## src/verilog/srpp_pkg.sv

```systemverilog
// Package for the segment range and page protection checker
package srpp_pkg;
  localparam int SRPP_SETS = 4;
  localparam int SRPP_DRANGES = 4;
  localparam int SRPP_CRANGES = 2;
  localparam int SRPP_SEG_MSB = 31;
  localparam int SRPP_SEG_LSB = 28;
  localparam logic [3:0] SRPP_SEG_U0_LO = 4'hE;
  localparam int SRPP_PAGE_LSB = 12;
  // Register offsets
  localparam logic [11:0] SRPP_OFF_CTRL = 12'h000;
  localparam logic [11:0] SRPP_OFF_STAT = 12'h004;
  localparam logic [11:0] SRPP_OFF_MASK = 12'h008;
  localparam logic [11:0] SRPP_OFF_ADDR = 12'h00C;
  localparam logic [11:0] SRPP_OFF_BND = 12'h100;
  localparam logic [11:0] SRPP_OFF_DMODE = 12'h200;
  localparam logic [11:0] SRPP_OFF_CMODE = 12'h210;
  // Status bit positions
  localparam int SRPP_ST_RANGE = 0;
  localparam int SRPP_ST_PAGE = 1;
  localparam int SRPP_ST_PRIV = 2;
  localparam logic [2:0] SRPP_STAT_RST = 3'h0;

  typedef enum logic [1:0] {SRPP_READ, SRPP_WRITE, SRPP_FETCH} srpp_kind_t;

  typedef struct packed {
    logic valid;
    srpp_kind_t kind;
    logic [31:0] addr;
    logic user0;
    logic virt_mode;
    logic [1:0] set_sel;
    logic [19:0] pframe;
    logic pread;
    logic pwrite;
    logic pexec;
  } srpp_req_t;

  typedef struct packed {
    logic valid;
    srpp_kind_t kind;
    logic [31:0] paddr;
  } srpp_mem_t;

  typedef struct packed {
    logic trap_range;
    logic trap_page;
    logic trap_priv;
  } srpp_trap_t;
endpackage : srpp_pkg

```

## src/verilog/srpp_top.sv

```systemverilog
// Segment range and page protection checker with AHB-Lite registers
//
// Design decisions made here: the address map and the AHB-Lite slave port.
`timescale 1ns/1ps
module srpp_top
  import srpp_pkg::*;
(
  input wire logic hclk,
  input wire logic hresetn,
  input wire logic hsel,
  input wire logic [31:0] haddr,
  input wire logic [1:0] htrans,
  input wire logic hwrite,
  input wire logic [2:0] hsize,
  input wire logic [31:0] hwdata,
  input wire logic hready,
  output logic [31:0] hrdata,
  output logic hreadyout,
  output logic hresp,
  input wire srpp_req_t req,
  output srpp_mem_t mem,
  output srpp_trap_t trap,
  output logic dbg_illegal,
  output logic irq
);
  localparam int NB = SRPP_SETS * (SRPP_DRANGES + SRPP_CRANGES) * 2;

  typedef struct packed {
    logic [NB-1:0][31:0] bnd;
    logic [SRPP_SETS-1:0][3*SRPP_DRANGES-1:0] dmode;
    logic [SRPP_SETS-1:0][3*SRPP_CRANGES-1:0] cmode;
    logic enable;
    logic [2:0] stat;
    logic [2:0] mask;
    logic [31:0] fault_addr;
    logic ap_wr;
    logic ap_rd;
    logic [11:0] ap_off;
    logic [31:0] rdata;
    srpp_mem_t mem;
    srpp_trap_t trap;
    logic dbg;
    logic irq;
  } srpp_st_t;

  srpp_st_t s_q;
  srpp_st_t s_d;

  logic [3:0] seg;
  logic upper;
  logic paged;
  logic [31:0] paddr;
  logic range_ok;
  logic page_ok;
  logic priv_bad;
  logic [2:0] ev;
  logic [1:0] ps;
  logic [2:0] m;
  int bi;

  initial begin
    if (SRPP_SETS != 4 || SRPP_DRANGES != 4 || SRPP_CRANGES != 2) begin
      $error("srpp_top: unsupported protection geometry");
    end
  end

  always_comb begin
    seg = req.addr[SRPP_SEG_MSB:SRPP_SEG_LSB];
    upper = seg[3];
    paged = !upper && req.virt_mode;
    paddr = paged ? {req.pframe, req.addr[SRPP_PAGE_LSB-1:0]} : req.addr;
    ps = req.set_sel;
    range_ok = 1'b0;
    // Range checks on the selected set, data or code part by access kind
    if (req.kind == SRPP_FETCH) begin
      for (int r = 0; r < SRPP_CRANGES; r++) begin
        bi = ((int'(ps) * (SRPP_DRANGES + SRPP_CRANGES)) + SRPP_DRANGES + r) * 2;
        m = s_q.cmode[ps][3*r +: 3];
        if (req.addr >= s_q.bnd[bi] && req.addr < s_q.bnd[bi+1] && m[2]) begin
          range_ok = 1'b1;
        end
      end
    end else begin
      for (int r = 0; r < SRPP_DRANGES; r++) begin
        bi = ((int'(ps) * (SRPP_DRANGES + SRPP_CRANGES)) + r) * 2;
        m = s_q.dmode[ps][3*r +: 3];
        if (req.addr >= s_q.bnd[bi] && req.addr < s_q.bnd[bi+1] &&
            ((req.kind == SRPP_READ && m[0]) || (req.kind == SRPP_WRITE && m[1]))) begin
          range_ok = 1'b1;
        end
      end
    end
    if (!s_q.enable) begin
      range_ok = 1'b1;
    end
    page_ok = (req.kind == SRPP_FETCH && req.pexec) ||
              (req.kind == SRPP_WRITE && req.pwrite) ||
              (req.kind == SRPP_READ && req.pread);
    priv_bad = req.user0 && (req.virt_mode ? upper : (seg >= SRPP_SEG_U0_LO));
    ev[SRPP_ST_PRIV] = req.valid && priv_bad;
    ev[SRPP_ST_PAGE] = req.valid && !priv_bad && paged && !page_ok;
    ev[SRPP_ST_RANGE] = req.valid && !priv_bad && !paged && !range_ok;

    s_d = s_q;
    s_d.mem.valid = req.valid && (ev == 3'h0);
    s_d.mem.kind = req.kind;
    s_d.mem.paddr = paddr;
    s_d.trap.trap_range = ev[SRPP_ST_RANGE];
    s_d.trap.trap_page = ev[SRPP_ST_PAGE];
    s_d.trap.trap_priv = ev[SRPP_ST_PRIV];
    s_d.dbg = |ev;
    if (|ev) begin
      s_d.fault_addr = req.addr;
    end

    // AHB-Lite data phase
    if (s_q.ap_wr) begin
      if (s_q.ap_off == SRPP_OFF_CTRL) begin
        s_d.enable = hwdata[0];
      end else if (s_q.ap_off == SRPP_OFF_MASK) begin
        s_d.mask = hwdata[2:0];
      end else if (s_q.ap_off >= SRPP_OFF_BND && s_q.ap_off < SRPP_OFF_BND + 12'(NB * 4)) begin
        s_d.bnd[(s_q.ap_off - SRPP_OFF_BND) >> 2] = hwdata;
      end else if (s_q.ap_off >= SRPP_OFF_DMODE && s_q.ap_off < SRPP_OFF_DMODE + 12'h010) begin
        s_d.dmode[s_q.ap_off[3:2]] = hwdata[3*SRPP_DRANGES-1:0];
      end else if (s_q.ap_off >= SRPP_OFF_CMODE && s_q.ap_off < SRPP_OFF_CMODE + 12'h010) begin
        s_d.cmode[s_q.ap_off[3:2]] = hwdata[3*SRPP_CRANGES-1:0];
      end
    end
    // Read clears only the bits it reported; events that arrive meanwhile stay and win
    if (s_q.ap_rd && s_q.ap_off == SRPP_OFF_STAT) begin
      s_d.stat = s_q.stat & ~s_q.rdata[2:0];
    end
    s_d.stat = s_d.stat | ev;

    s_d.ap_wr = hsel && hready && htrans[1] && hwrite;
    s_d.ap_rd = hsel && hready && htrans[1] && !hwrite;
    s_d.ap_off = haddr[11:0];
    // Read data stands through the data phase and until the next read
    if (hsel && hready && htrans[1] && !hwrite) begin
      s_d.rdata = 32'h0;
      if (haddr[11:0] == SRPP_OFF_CTRL) begin
        s_d.rdata = {31'h0, s_q.enable};
      end else if (haddr[11:0] == SRPP_OFF_STAT) begin
        s_d.rdata = {29'h0, s_q.stat};
      end else if (haddr[11:0] == SRPP_OFF_MASK) begin
        s_d.rdata = {29'h0, s_q.mask};
      end else if (haddr[11:0] == SRPP_OFF_ADDR) begin
        s_d.rdata = s_q.fault_addr;
      end else if (haddr[11:0] >= SRPP_OFF_BND && haddr[11:0] < SRPP_OFF_BND + 12'(NB * 4)) begin
        s_d.rdata = s_q.bnd[(haddr[11:0] - SRPP_OFF_BND) >> 2];
      end else if (haddr[11:0] >= SRPP_OFF_DMODE && haddr[11:0] < SRPP_OFF_DMODE + 12'h010) begin
        s_d.rdata = {20'h0, s_q.dmode[haddr[3:2]]};
      end else if (haddr[11:0] >= SRPP_OFF_CMODE && haddr[11:0] < SRPP_OFF_CMODE + 12'h010) begin
        s_d.rdata = {26'h0, s_q.cmode[haddr[3:2]]};
      end
    end
    s_d.irq = |(s_d.stat & s_q.mask);
  end

  always_ff @(posedge hclk or negedge hresetn) begin
    if (!hresetn) begin
      s_q <= '0;
    end else begin
      s_q <= s_d;
    end
  end

  assign hrdata = s_q.rdata;
  assign hreadyout = 1'b1;
  assign hresp = 1'b0;
  assign mem = s_q.mem;
  assign trap = s_q.trap;
  assign dbg_illegal = s_q.dbg;
  assign irq = s_q.irq;

  // Privilege screening: user0 is barred from the top of the map in either mode
  priv_upper_a: assert property (@(posedge hclk) disable iff (!hresetn)
    req.valid && req.user0 && req.virt_mode && req.addr[31] |=> trap.trap_priv && !mem.valid)
    else $error("user0 upper access not trapped");
  priv_seg_a: assert property (@(posedge hclk) disable iff (!hresetn)
    req.valid && req.user0 && !req.virt_mode && req.addr[31:29] == 3'h7 |=> trap.trap_priv)
    else $error("user0 top segment not trapped");
  priv_phys_ok_a: assert property (@(posedge hclk) disable iff (!hresetn)
    req.valid && req.user0 && !req.virt_mode && req.addr[31:28] == 4'hD |=> !trap.trap_priv)
    else $error("segment 13 wrongly trapped");
  priv_excl_a: assert property (@(posedge hclk) disable iff (!hresetn)
    trap.trap_priv |-> !trap.trap_page && !trap.trap_range)
    else $error("privilege trap not exclusive");
  // Address paths
  upper_pass_a: assert property (@(posedge hclk) disable iff (!hresetn)
    req.valid && req.addr[31] |=> mem.paddr == $past(req.addr))
    else $error("upper half address altered");
  phys_pass_a: assert property (@(posedge hclk) disable iff (!hresetn)
    req.valid && !req.virt_mode |=> mem.paddr == $past(req.addr))
    else $error("physical mode address altered");
  page_xlat_a: assert property (@(posedge hclk) disable iff (!hresetn)
    req.valid && req.virt_mode && !req.addr[31] |=> mem.paddr[31:12] == $past(req.pframe))
    else $error("page frame not applied");
  // Page permissions apply only on the translated path
  page_exec_a: assert property (@(posedge hclk) disable iff (!hresetn)
    req.valid && !req.user0 && req.virt_mode && !req.addr[31] && req.kind == SRPP_FETCH
    && !req.pexec |=> trap.trap_page)
    else $error("fetch without execute permit");
  page_only_a: assert property (@(posedge hclk) disable iff (!hresetn)
    req.valid && req.virt_mode && !req.addr[31] |=> !trap.trap_range)
    else $error("range check on translated access");
  // With range checking off, a direct access by a privileged task always passes
  range_off_a: assert property (@(posedge hclk) disable iff (!hresetn)
    req.valid && !req.user0 && !req.virt_mode && !s_q.enable |=> mem.valid)
    else $error("disabled range check blocked access");
  suppress_a: assert property (@(posedge hclk) disable iff (!hresetn)
    |trap |-> !mem.valid && dbg_illegal)
    else $error("faulting access not suppressed");
  dbg_only_a: assert property (@(posedge hclk) disable iff (!hresetn)
    dbg_illegal |-> |trap)
    else $error("debug pulse without trap");
  stat_set_a: assert property (@(posedge hclk) disable iff (!hresetn)
    trap.trap_range |-> stat_bit_range())
    else $error("range event not recorded");
  function automatic logic stat_bit_range();
    return s_q.stat[SRPP_ST_RANGE];
  endfunction : stat_bit_range
  cov_range_c: cover property (@(posedge hclk) disable iff (!hresetn) trap.trap_range);
  cov_page_c: cover property (@(posedge hclk) disable iff (!hresetn) trap.trap_page);
  cov_priv_c: cover property (@(posedge hclk) disable iff (!hresetn) trap.trap_priv);
  cov_irq_c: cover property (@(posedge hclk) disable iff (!hresetn) irq);
  cov_fetch_c: cover property (@(posedge hclk) disable iff (!hresetn)
    mem.valid && mem.kind == SRPP_FETCH);
endmodule : srpp_top
```

## config.mk

```make
export PLATFORM = sky130hd
export DESIGN_NAME = srpp_top
export DESIGN_NICKNAME = d
export VERILOG_FILES = /design/src/verilog/srpp_pkg.sv /design/src/verilog/srpp_top.sv
export SDC_FILE = /design/constraint.sdc
export NUM_CORES = 2
export LEC_CHECK = 0
export BUFFER_PORTS_ARGS = -buffer_cell sky130_fd_sc_hd__buf_4
export CAP_MARGIN = 20
export CORE_ASPECT_RATIO = 0.6
export CORE_MARGIN = 2
export CORE_UTILIZATION = 58
export DETAILED_ROUTE_END_ITERATION = 10
export MAX_ROUTING_LAYER = met4
export PLACE_DENSITY_LB_ADDON = 0.15
export SLEW_MARGIN = 20
export SYNTH_ARGS = -nofsm -noshare
export SYNTH_HDL_FRONTEND = slang
export SYNTH_SLANG_ARGS = --single-unit
```

## constraint.sdc

```tcl
create_clock -name hclk -period 3.6 [get_ports hclk]
set_input_delay 0.54 -clock hclk [delete_from_list [all_inputs] [get_ports hclk]]
set_output_delay 0.54 -clock hclk [all_outputs]
set_load 0.01 [all_outputs]
```

# Word level (Yosys, flattened, before mapping)
# Index checks and enable logic that the tools add are counted.
# word_totals
ff_bits	1733
input_bits	136
out_inout_bits	74
word_cells	286
# op_classes
add_sub_neg	13
n_mul	1
magnitude_cmp	44
eq_ne	7
n_mux	73
n_bitwise	8
n_reduce_logical	68
# ops
cell	n
1536-bit bitwise mux	1
32-bit binary-select mux with 6-bit select	7
32-bit 2-to-1 mux	32
32-bit binary-select mux with 5-bit select	5
32-bit by 8-bit less-than comparator with 1-bit output, second input constant	10
32-bit demux with 6-bit select	1
32-bit greater-or-equal comparator	6
32-bit less-than comparator	6
32-bit by 2-bit adder with 32-bit output, second input constant	5
32-bit binary-select mux with 4-bit select	1
31-bit by 2-bit adder with 31-bit output, second input constant	2
12-bit binary-select mux with 2-bit select	2
48-bit bitwise mux	1
12-bit by 10-bit greater-or-equal comparator with 1-bit output, second input constant	4
12-bit by 10-bit less-than comparator with 1-bit output, second input constant	4
1-bit logical AND	45
12-bit by 4-bit == test with 1-bit output, second input constant	3
12-bit 2-to-1 mux	3
31-bit by 3-bit adder with 31-bit output, second input constant	1
6-bit binary-select mux with 2-bit select	2
24-bit bitwise mux	1
12-bit demux with 2-bit select	1
12-bit by 3-bit == test with 1-bit output, second input constant	2
12-bit by 9-bit greater-or-equal comparator with 1-bit output, second input constant	2
other kinds (35)	67

# Depth between registers and ports, before layout
# logic_depth
ltp_word	19
depth_mapped	24
depth_no_buf	16

# Worst setup path before layout
# No wires, ideal clock.
# synth_path
path_type	input -> register
start	in req[23] (netlist name)
end	reg s_q[100] (netlist name)
setup_ns	0.126
t_arrival_ns	5.781
required_ns	3.474
path_slack_ns	-2.307
stages	21
path_buffers	10
cell_sequence	buf_4 > buf_4 > inv_1 > ha_1 > clkbuf_1 > clkbuf_1 > clkbuf_1 > clkbuf_1 > clkbuf_1 > clkbuf_1 > a22oi_1 > ha_1 > nand2_1 > or3_1 > or4_1 > o311a_1 > or4_1 > buf_2 > buf_2 > nand4_1 > nand3_1
# synth_between
elab_chain_cells	17
word_cells_on_any_way	99
classes_between	11 x add/sub; 1 x mul; 12 x order compare; 48 x mux; 27 x reduce/logical
# synth_rtl
element	line	text
start: declaration	srpp_top.sv:20	input wire srpp_req_t req,
parallel branches: the longest is 12 deep, another holds 32-bit by 2-bit adder with 32-bit output	n/a	
1-bit 2-to-1 mux *	srpp_top.sv:75	if (req.kind == SRPP_FETCH) begin
1-bit 2-to-1 mux *	srpp_top.sv:93	if (!s_q.enable) begin
1-bit logical NOT *	srpp_top.sv:102	ev[SRPP_ST_RANGE] = req.valid && !priv_bad && !paged && !range_ok;
1-bit logical AND *	srpp_top.sv:102	
3-bit OR reduction *	srpp_top.sv:112	if (|ev) begin
end signal: assignment	srpp_top.sv:163	s_q <= '0;
end signal: assignment	srpp_top.sv:165	s_q <= s_d;
end: declaration	srpp_top.sv:46	srpp_st_t s_q;
# Mark *: on every way between the ends. The select of a mux whose other input is x is not followed.
# A chain may end at the register's enable or synchronous reset.

# Final worst setup path
# layout_path
start	reg s_q[1546] (netlist name)
end	reg s_q[114] (netlist name)
# layout_between
elab_chain_cells	15
word_cells_on_any_way	67
classes_between	11 x order compare; 41 x mux; 15 x reduce/logical
# layout_rtl
element	line	text
32-bit binary-select mux with 6-bit select	srpp_top.sv:87	if (req.addr >= s_q.bnd[bi] && req.addr < s_q.bnd[bi+1] &&
32-bit 2-to-1 mux (not written as such) (2 in series)	srpp_top.sv:87	
32-bit less-than comparator	srpp_top.sv:87	
1-bit logical AND (2 in series)	srpp_top.sv:87	
1-bit 2-to-1 mux (4 in series)	srpp_top.sv:87	
1-bit 2-to-1 mux *	srpp_top.sv:75	
1-bit 2-to-1 mux *	srpp_top.sv:93	
1-bit logical NOT *	srpp_top.sv:102	
1-bit logical AND *	srpp_top.sv:102	
3-bit OR reduction *	srpp_top.sv:112	
# Mark *: on every way between the ends. The rest lies on a longest branch, timed or not. The select of a mux whose other input is x is not followed.

==> impl_metrics.env <==
export IMPL_p_leak_uw=0.06587
export IMPL_synth_ff_type="dfrtp_1"
export IMPL_maxCapViolCount=0
export IMPL_drtIter0Drc=17222
export IMPL_p_total_uw=53840
export IMPL_syn_nets=8771
export IMPL_clock_sink_count=1733
export IMPL_cts_tree="done"
export IMPL_hold_path_end="trap[0]"
export IMPL_die_height_um=349.8
export IMPL_cp_arrival_ns=5.43
export IMPL_synth_avg_cell_area_um2=14.01
export IMPL_yosysTopAreaCellShare_pct=37.52
export IMPL_drtAntennaViolNets=0
export IMPL_slew_headroom_pct=10.64
export IMPL_skew_ns=0.05460
export IMPL_max_vdd_ir_drop_v=0.0005821
export IMPL_synth_common_cells="mux2_2, dfrtp_1, mux4_2"
export IMPL_fin_crit_sh_pct=128.6
export IMPL_fin_nets=10879
export IMPL_rsz0062_at_grt="yes"
export IMPL_worst_pin_slew_ns=1.336
export IMPL_worst_r2r_path_depth=16
export IMPL_pwr_share_comb_pct=24.3
export IMPL_dp_cells=12683
export IMPL_grt_pass1_wl_um=761700
export IMPL_async_flop_share_pct=100.0
export IMPL_fmax_mhz=215.9
export IMPL_num_rows=126
export IMPL_drc=0
export IMPL_synth_edf_count=0
export IMPL_crit_path_start_kind="flip-flop"
export IMPL_worstSetupEndpointType="flip-flop"
export IMPL_worst_path_max_fanout=8
export IMPL_grt_use_total_pct=55.45
export IMPL_swShare_pct=30.97
export IMPL_core_area_um2=197400
export IMPL_clock_path_buffers=4
export IMPL_synthToLayoutAreaGrowth_pct=27.64
export IMPL_grt_ovfl_total=0
export IMPL_path_clk_slew_ns=0.08
export IMPL_synth_top_cell_by_area="dfrtp_1"
export IMPL_seq_area_frac_synth_pct=37.52
export IMPL_initial_utilization_pct=58.56
export IMPL_die_area_um2=203000
export IMPL_fp_dieW_um=580.3
export IMPL_setup_violations=37
export IMPL_insertion_delay_ns=0.91
export IMPL_fill_cells=12538
export IMPL_grt_max_degree=111
export IMPL_synthesis_instances=8253
export IMPL_internal_power_uw=37160
export IMPL_grt_pass1_vias=97140
export IMPL_instances_no_fill=13189
export IMPL_vias=99491
export IMPL_io_buffer_count=183
export IMPL_cts_buffers=181
export IMPL_first_pass_iters=8
export IMPL_synthDistinctLibCells=67
export IMPL_fin_ws_ns=-1.031
export IMPL_final_max_slew_viol_count=0
export IMPL_vias_per_cell=7.543
export IMPL_status="complete, but fails checks"
export IMPL_dpl_hpwl_um=381700
export IMPL_reg2reg_setup_slack_ns=-1.03
export IMPL_hold_depth=3
export IMPL_fin_crit_ns=4.631
export IMPL_clockPowerShare_pct=37.4
export IMPL_yosysMostFrequentCell="mux2_2"
export IMPL_powerDensity_nw_per_um2=364.9
export IMPL_root_buffer="clkbuf_16"
export IMPL_yosys_top_cells_area="dfrtp_1, mux4_2, mux2_2, ha_1, mux2i_1"
export IMPL_htree_num_levels=4
export IMPL_io_pins=210
export IMPL_criticalPathCategory="flip-flop to flip-flop"
export IMPL_switchingPower_uw=16680
export IMPL_yosysWarnings=0
export IMPL_ys_seq_elements=1733
export IMPL_grt_antenna_before_repair=42
export IMPL_drive_gt1_share_pct=61.74
export IMPL_r2r_end="s_q[114]"
export IMPL_min_from="req[26]"
export IMPL_gp_congestion=1.079
export IMPL_min_path_type="primary input to flip-flop"
export IMPL_synth_area_um2=115600
export IMPL_violations="setup timing"
export IMPL_post_route_util_pct=74.74
export IMPL_drt_wirelength_per_cell_um=41.47
export IMPL_wl_um=546900
export IMPL_r2r_start="s_q[1546]"
export IMPL_pwr_share_seq_pct=38.3
export IMPL_cp_required_ns=4.40
export IMPL_final_hold_viol_count=0
==> critical path, cell delays in order, from the launching register on <==
cell and delay [ns]:
dfrtp_1 0.41, mux4_2 0.48, a22oi_2 0.43, ha_1 0.34
and3_4 0.18, a221o_1 0.38, a2111oi_4 0.51, o21ai_2 0.20
a211o_1 0.34, o311a_1 0.14, buf_6 0.13, nor4_4 0.32
buf_12 0.21, buf_12 0.13, buf_16 0.14, nand3_2 0.09
nand3_2 0.08
==> stage by stage <==
stage	worst slack [ns]	setup TNS (ns)	hold WS (ns)	cell area, um2
detailed placement	-2.877	-103.82	0.4747	138300
global route	-1.031	-36.85	0.03020	147500
finish	-1.031	-36.92	0.03967	147500
global placement	-3.160	-113.84	0.4624	138300
floorplan	-1.081	-39.34	0.2444	115900
CTS	-0.7965	-28.60	0.005870	146500
==> registers in the layout (all words and copies together), names as in the netlist <==
register     cells
dbg_illegal      1
hrdata          32
irq              1
mem             35
s_q           1661
trap             3
==> worst max path at each step <==
stage	startpoint	cells past startpoint	slack, ns	endpoint
floorplan	req[23]	23	-1.08	s_q[100]
global placement	req[24]	21	-3.16	s_q[97]
detailed placement	req[24]	20	-2.88	s_q[88]
CTS	s_q[1157]	20	-0.80	s_q[110]
global route	s_q[1546]	16	-1.03	s_q[111]
finish	s_q[1546]	16	-1.03	s_q[114]
==> power by group through the flow <==
stage	Combinational (uW)	Clock, uW	Sequential [uW]
floorplan	5960	0	20800
global placement	11500	0	20900
detailed placement	11700	0	20900
CTS	12300	20000	20600
global route	13400	20800	20700
finish	13100	20100	20600
==> cell type report <==
type / count / area [um2] / share of cell area (%)
clock buffers: 241 / 5119 / 3.470
multi-input cells: 5611 / 69930 / 47.40
well taps: 2624 / 3283 / 2.225
flip-flops and latches: 1733 / 43370 / 29.40
diodes: 72 / 180.2 / 0.1221
clock inverters: 74 / 873.3 / 0.5920
repair buffers: 2821 / 24730 / 16.76
inverters: 13 / 56.30 / 0.03816
==> cells by family after synthesis <==
group | after synthesis | synth area share [%]
buffers and inverters | 909 | 3.284
other | 2 | 0.006497
XOR/XNOR | 2 | 0.01516
adder cells (fa/ha/maj) | 382 | 4.135
AND/OR/NAND/NOR | 909 | 3.539
flip-flops | 1733 | 37.52
AO/OA/AOI/OAI | 891 | 4.761
multiplexers | 3425 | 46.74
==> per-layer routing <==
layer	part of all wire (%)	up-vias	wire length [um]	track usage, %
met4	4.9	0	26550	21.84
met5	0	-	0	-
met2	36	9537	198400	64.05
met1	37	51166	202400	72.89
met3	22	1631	119500	38.88
li1	-	37157	-	-
==> layout by cell type, fill, tap and decap left out, types with 29 or more instances in the layout <==
master / count
nand2_1: 209
diode_2: 72
buf_6: 36
nand3_1: 93
a21oi_1: 339
nor2_4: 29
nor2_1: 312
dfrtp_1: 1732
buf_4: 2509
a21oi_2: 34
ha_1: 378
clkbuf_16: 188
dlygate4sd3_1: 37
mux4_2: 1402
clkbuf_8: 31
nand4_1: 89
a21o_1: 53
buf_12: 185
a22oi_1: 115
mux2i_1: 241
a31oi_1: 37
o21ai_0: 108
mux2_2: 1759
nand3_2: 42
==> repair_timing <==
action,in CTS,in global routing
setup endpoints to repair,37,37
resized for setup,176,106
hold buffers,37,0
buffers inserted,37,23
hold endpoints to repair,92,0
cloned,21,4
pin swaps,29,58
No activity file was read; power rests on OpenSTA's default activity.
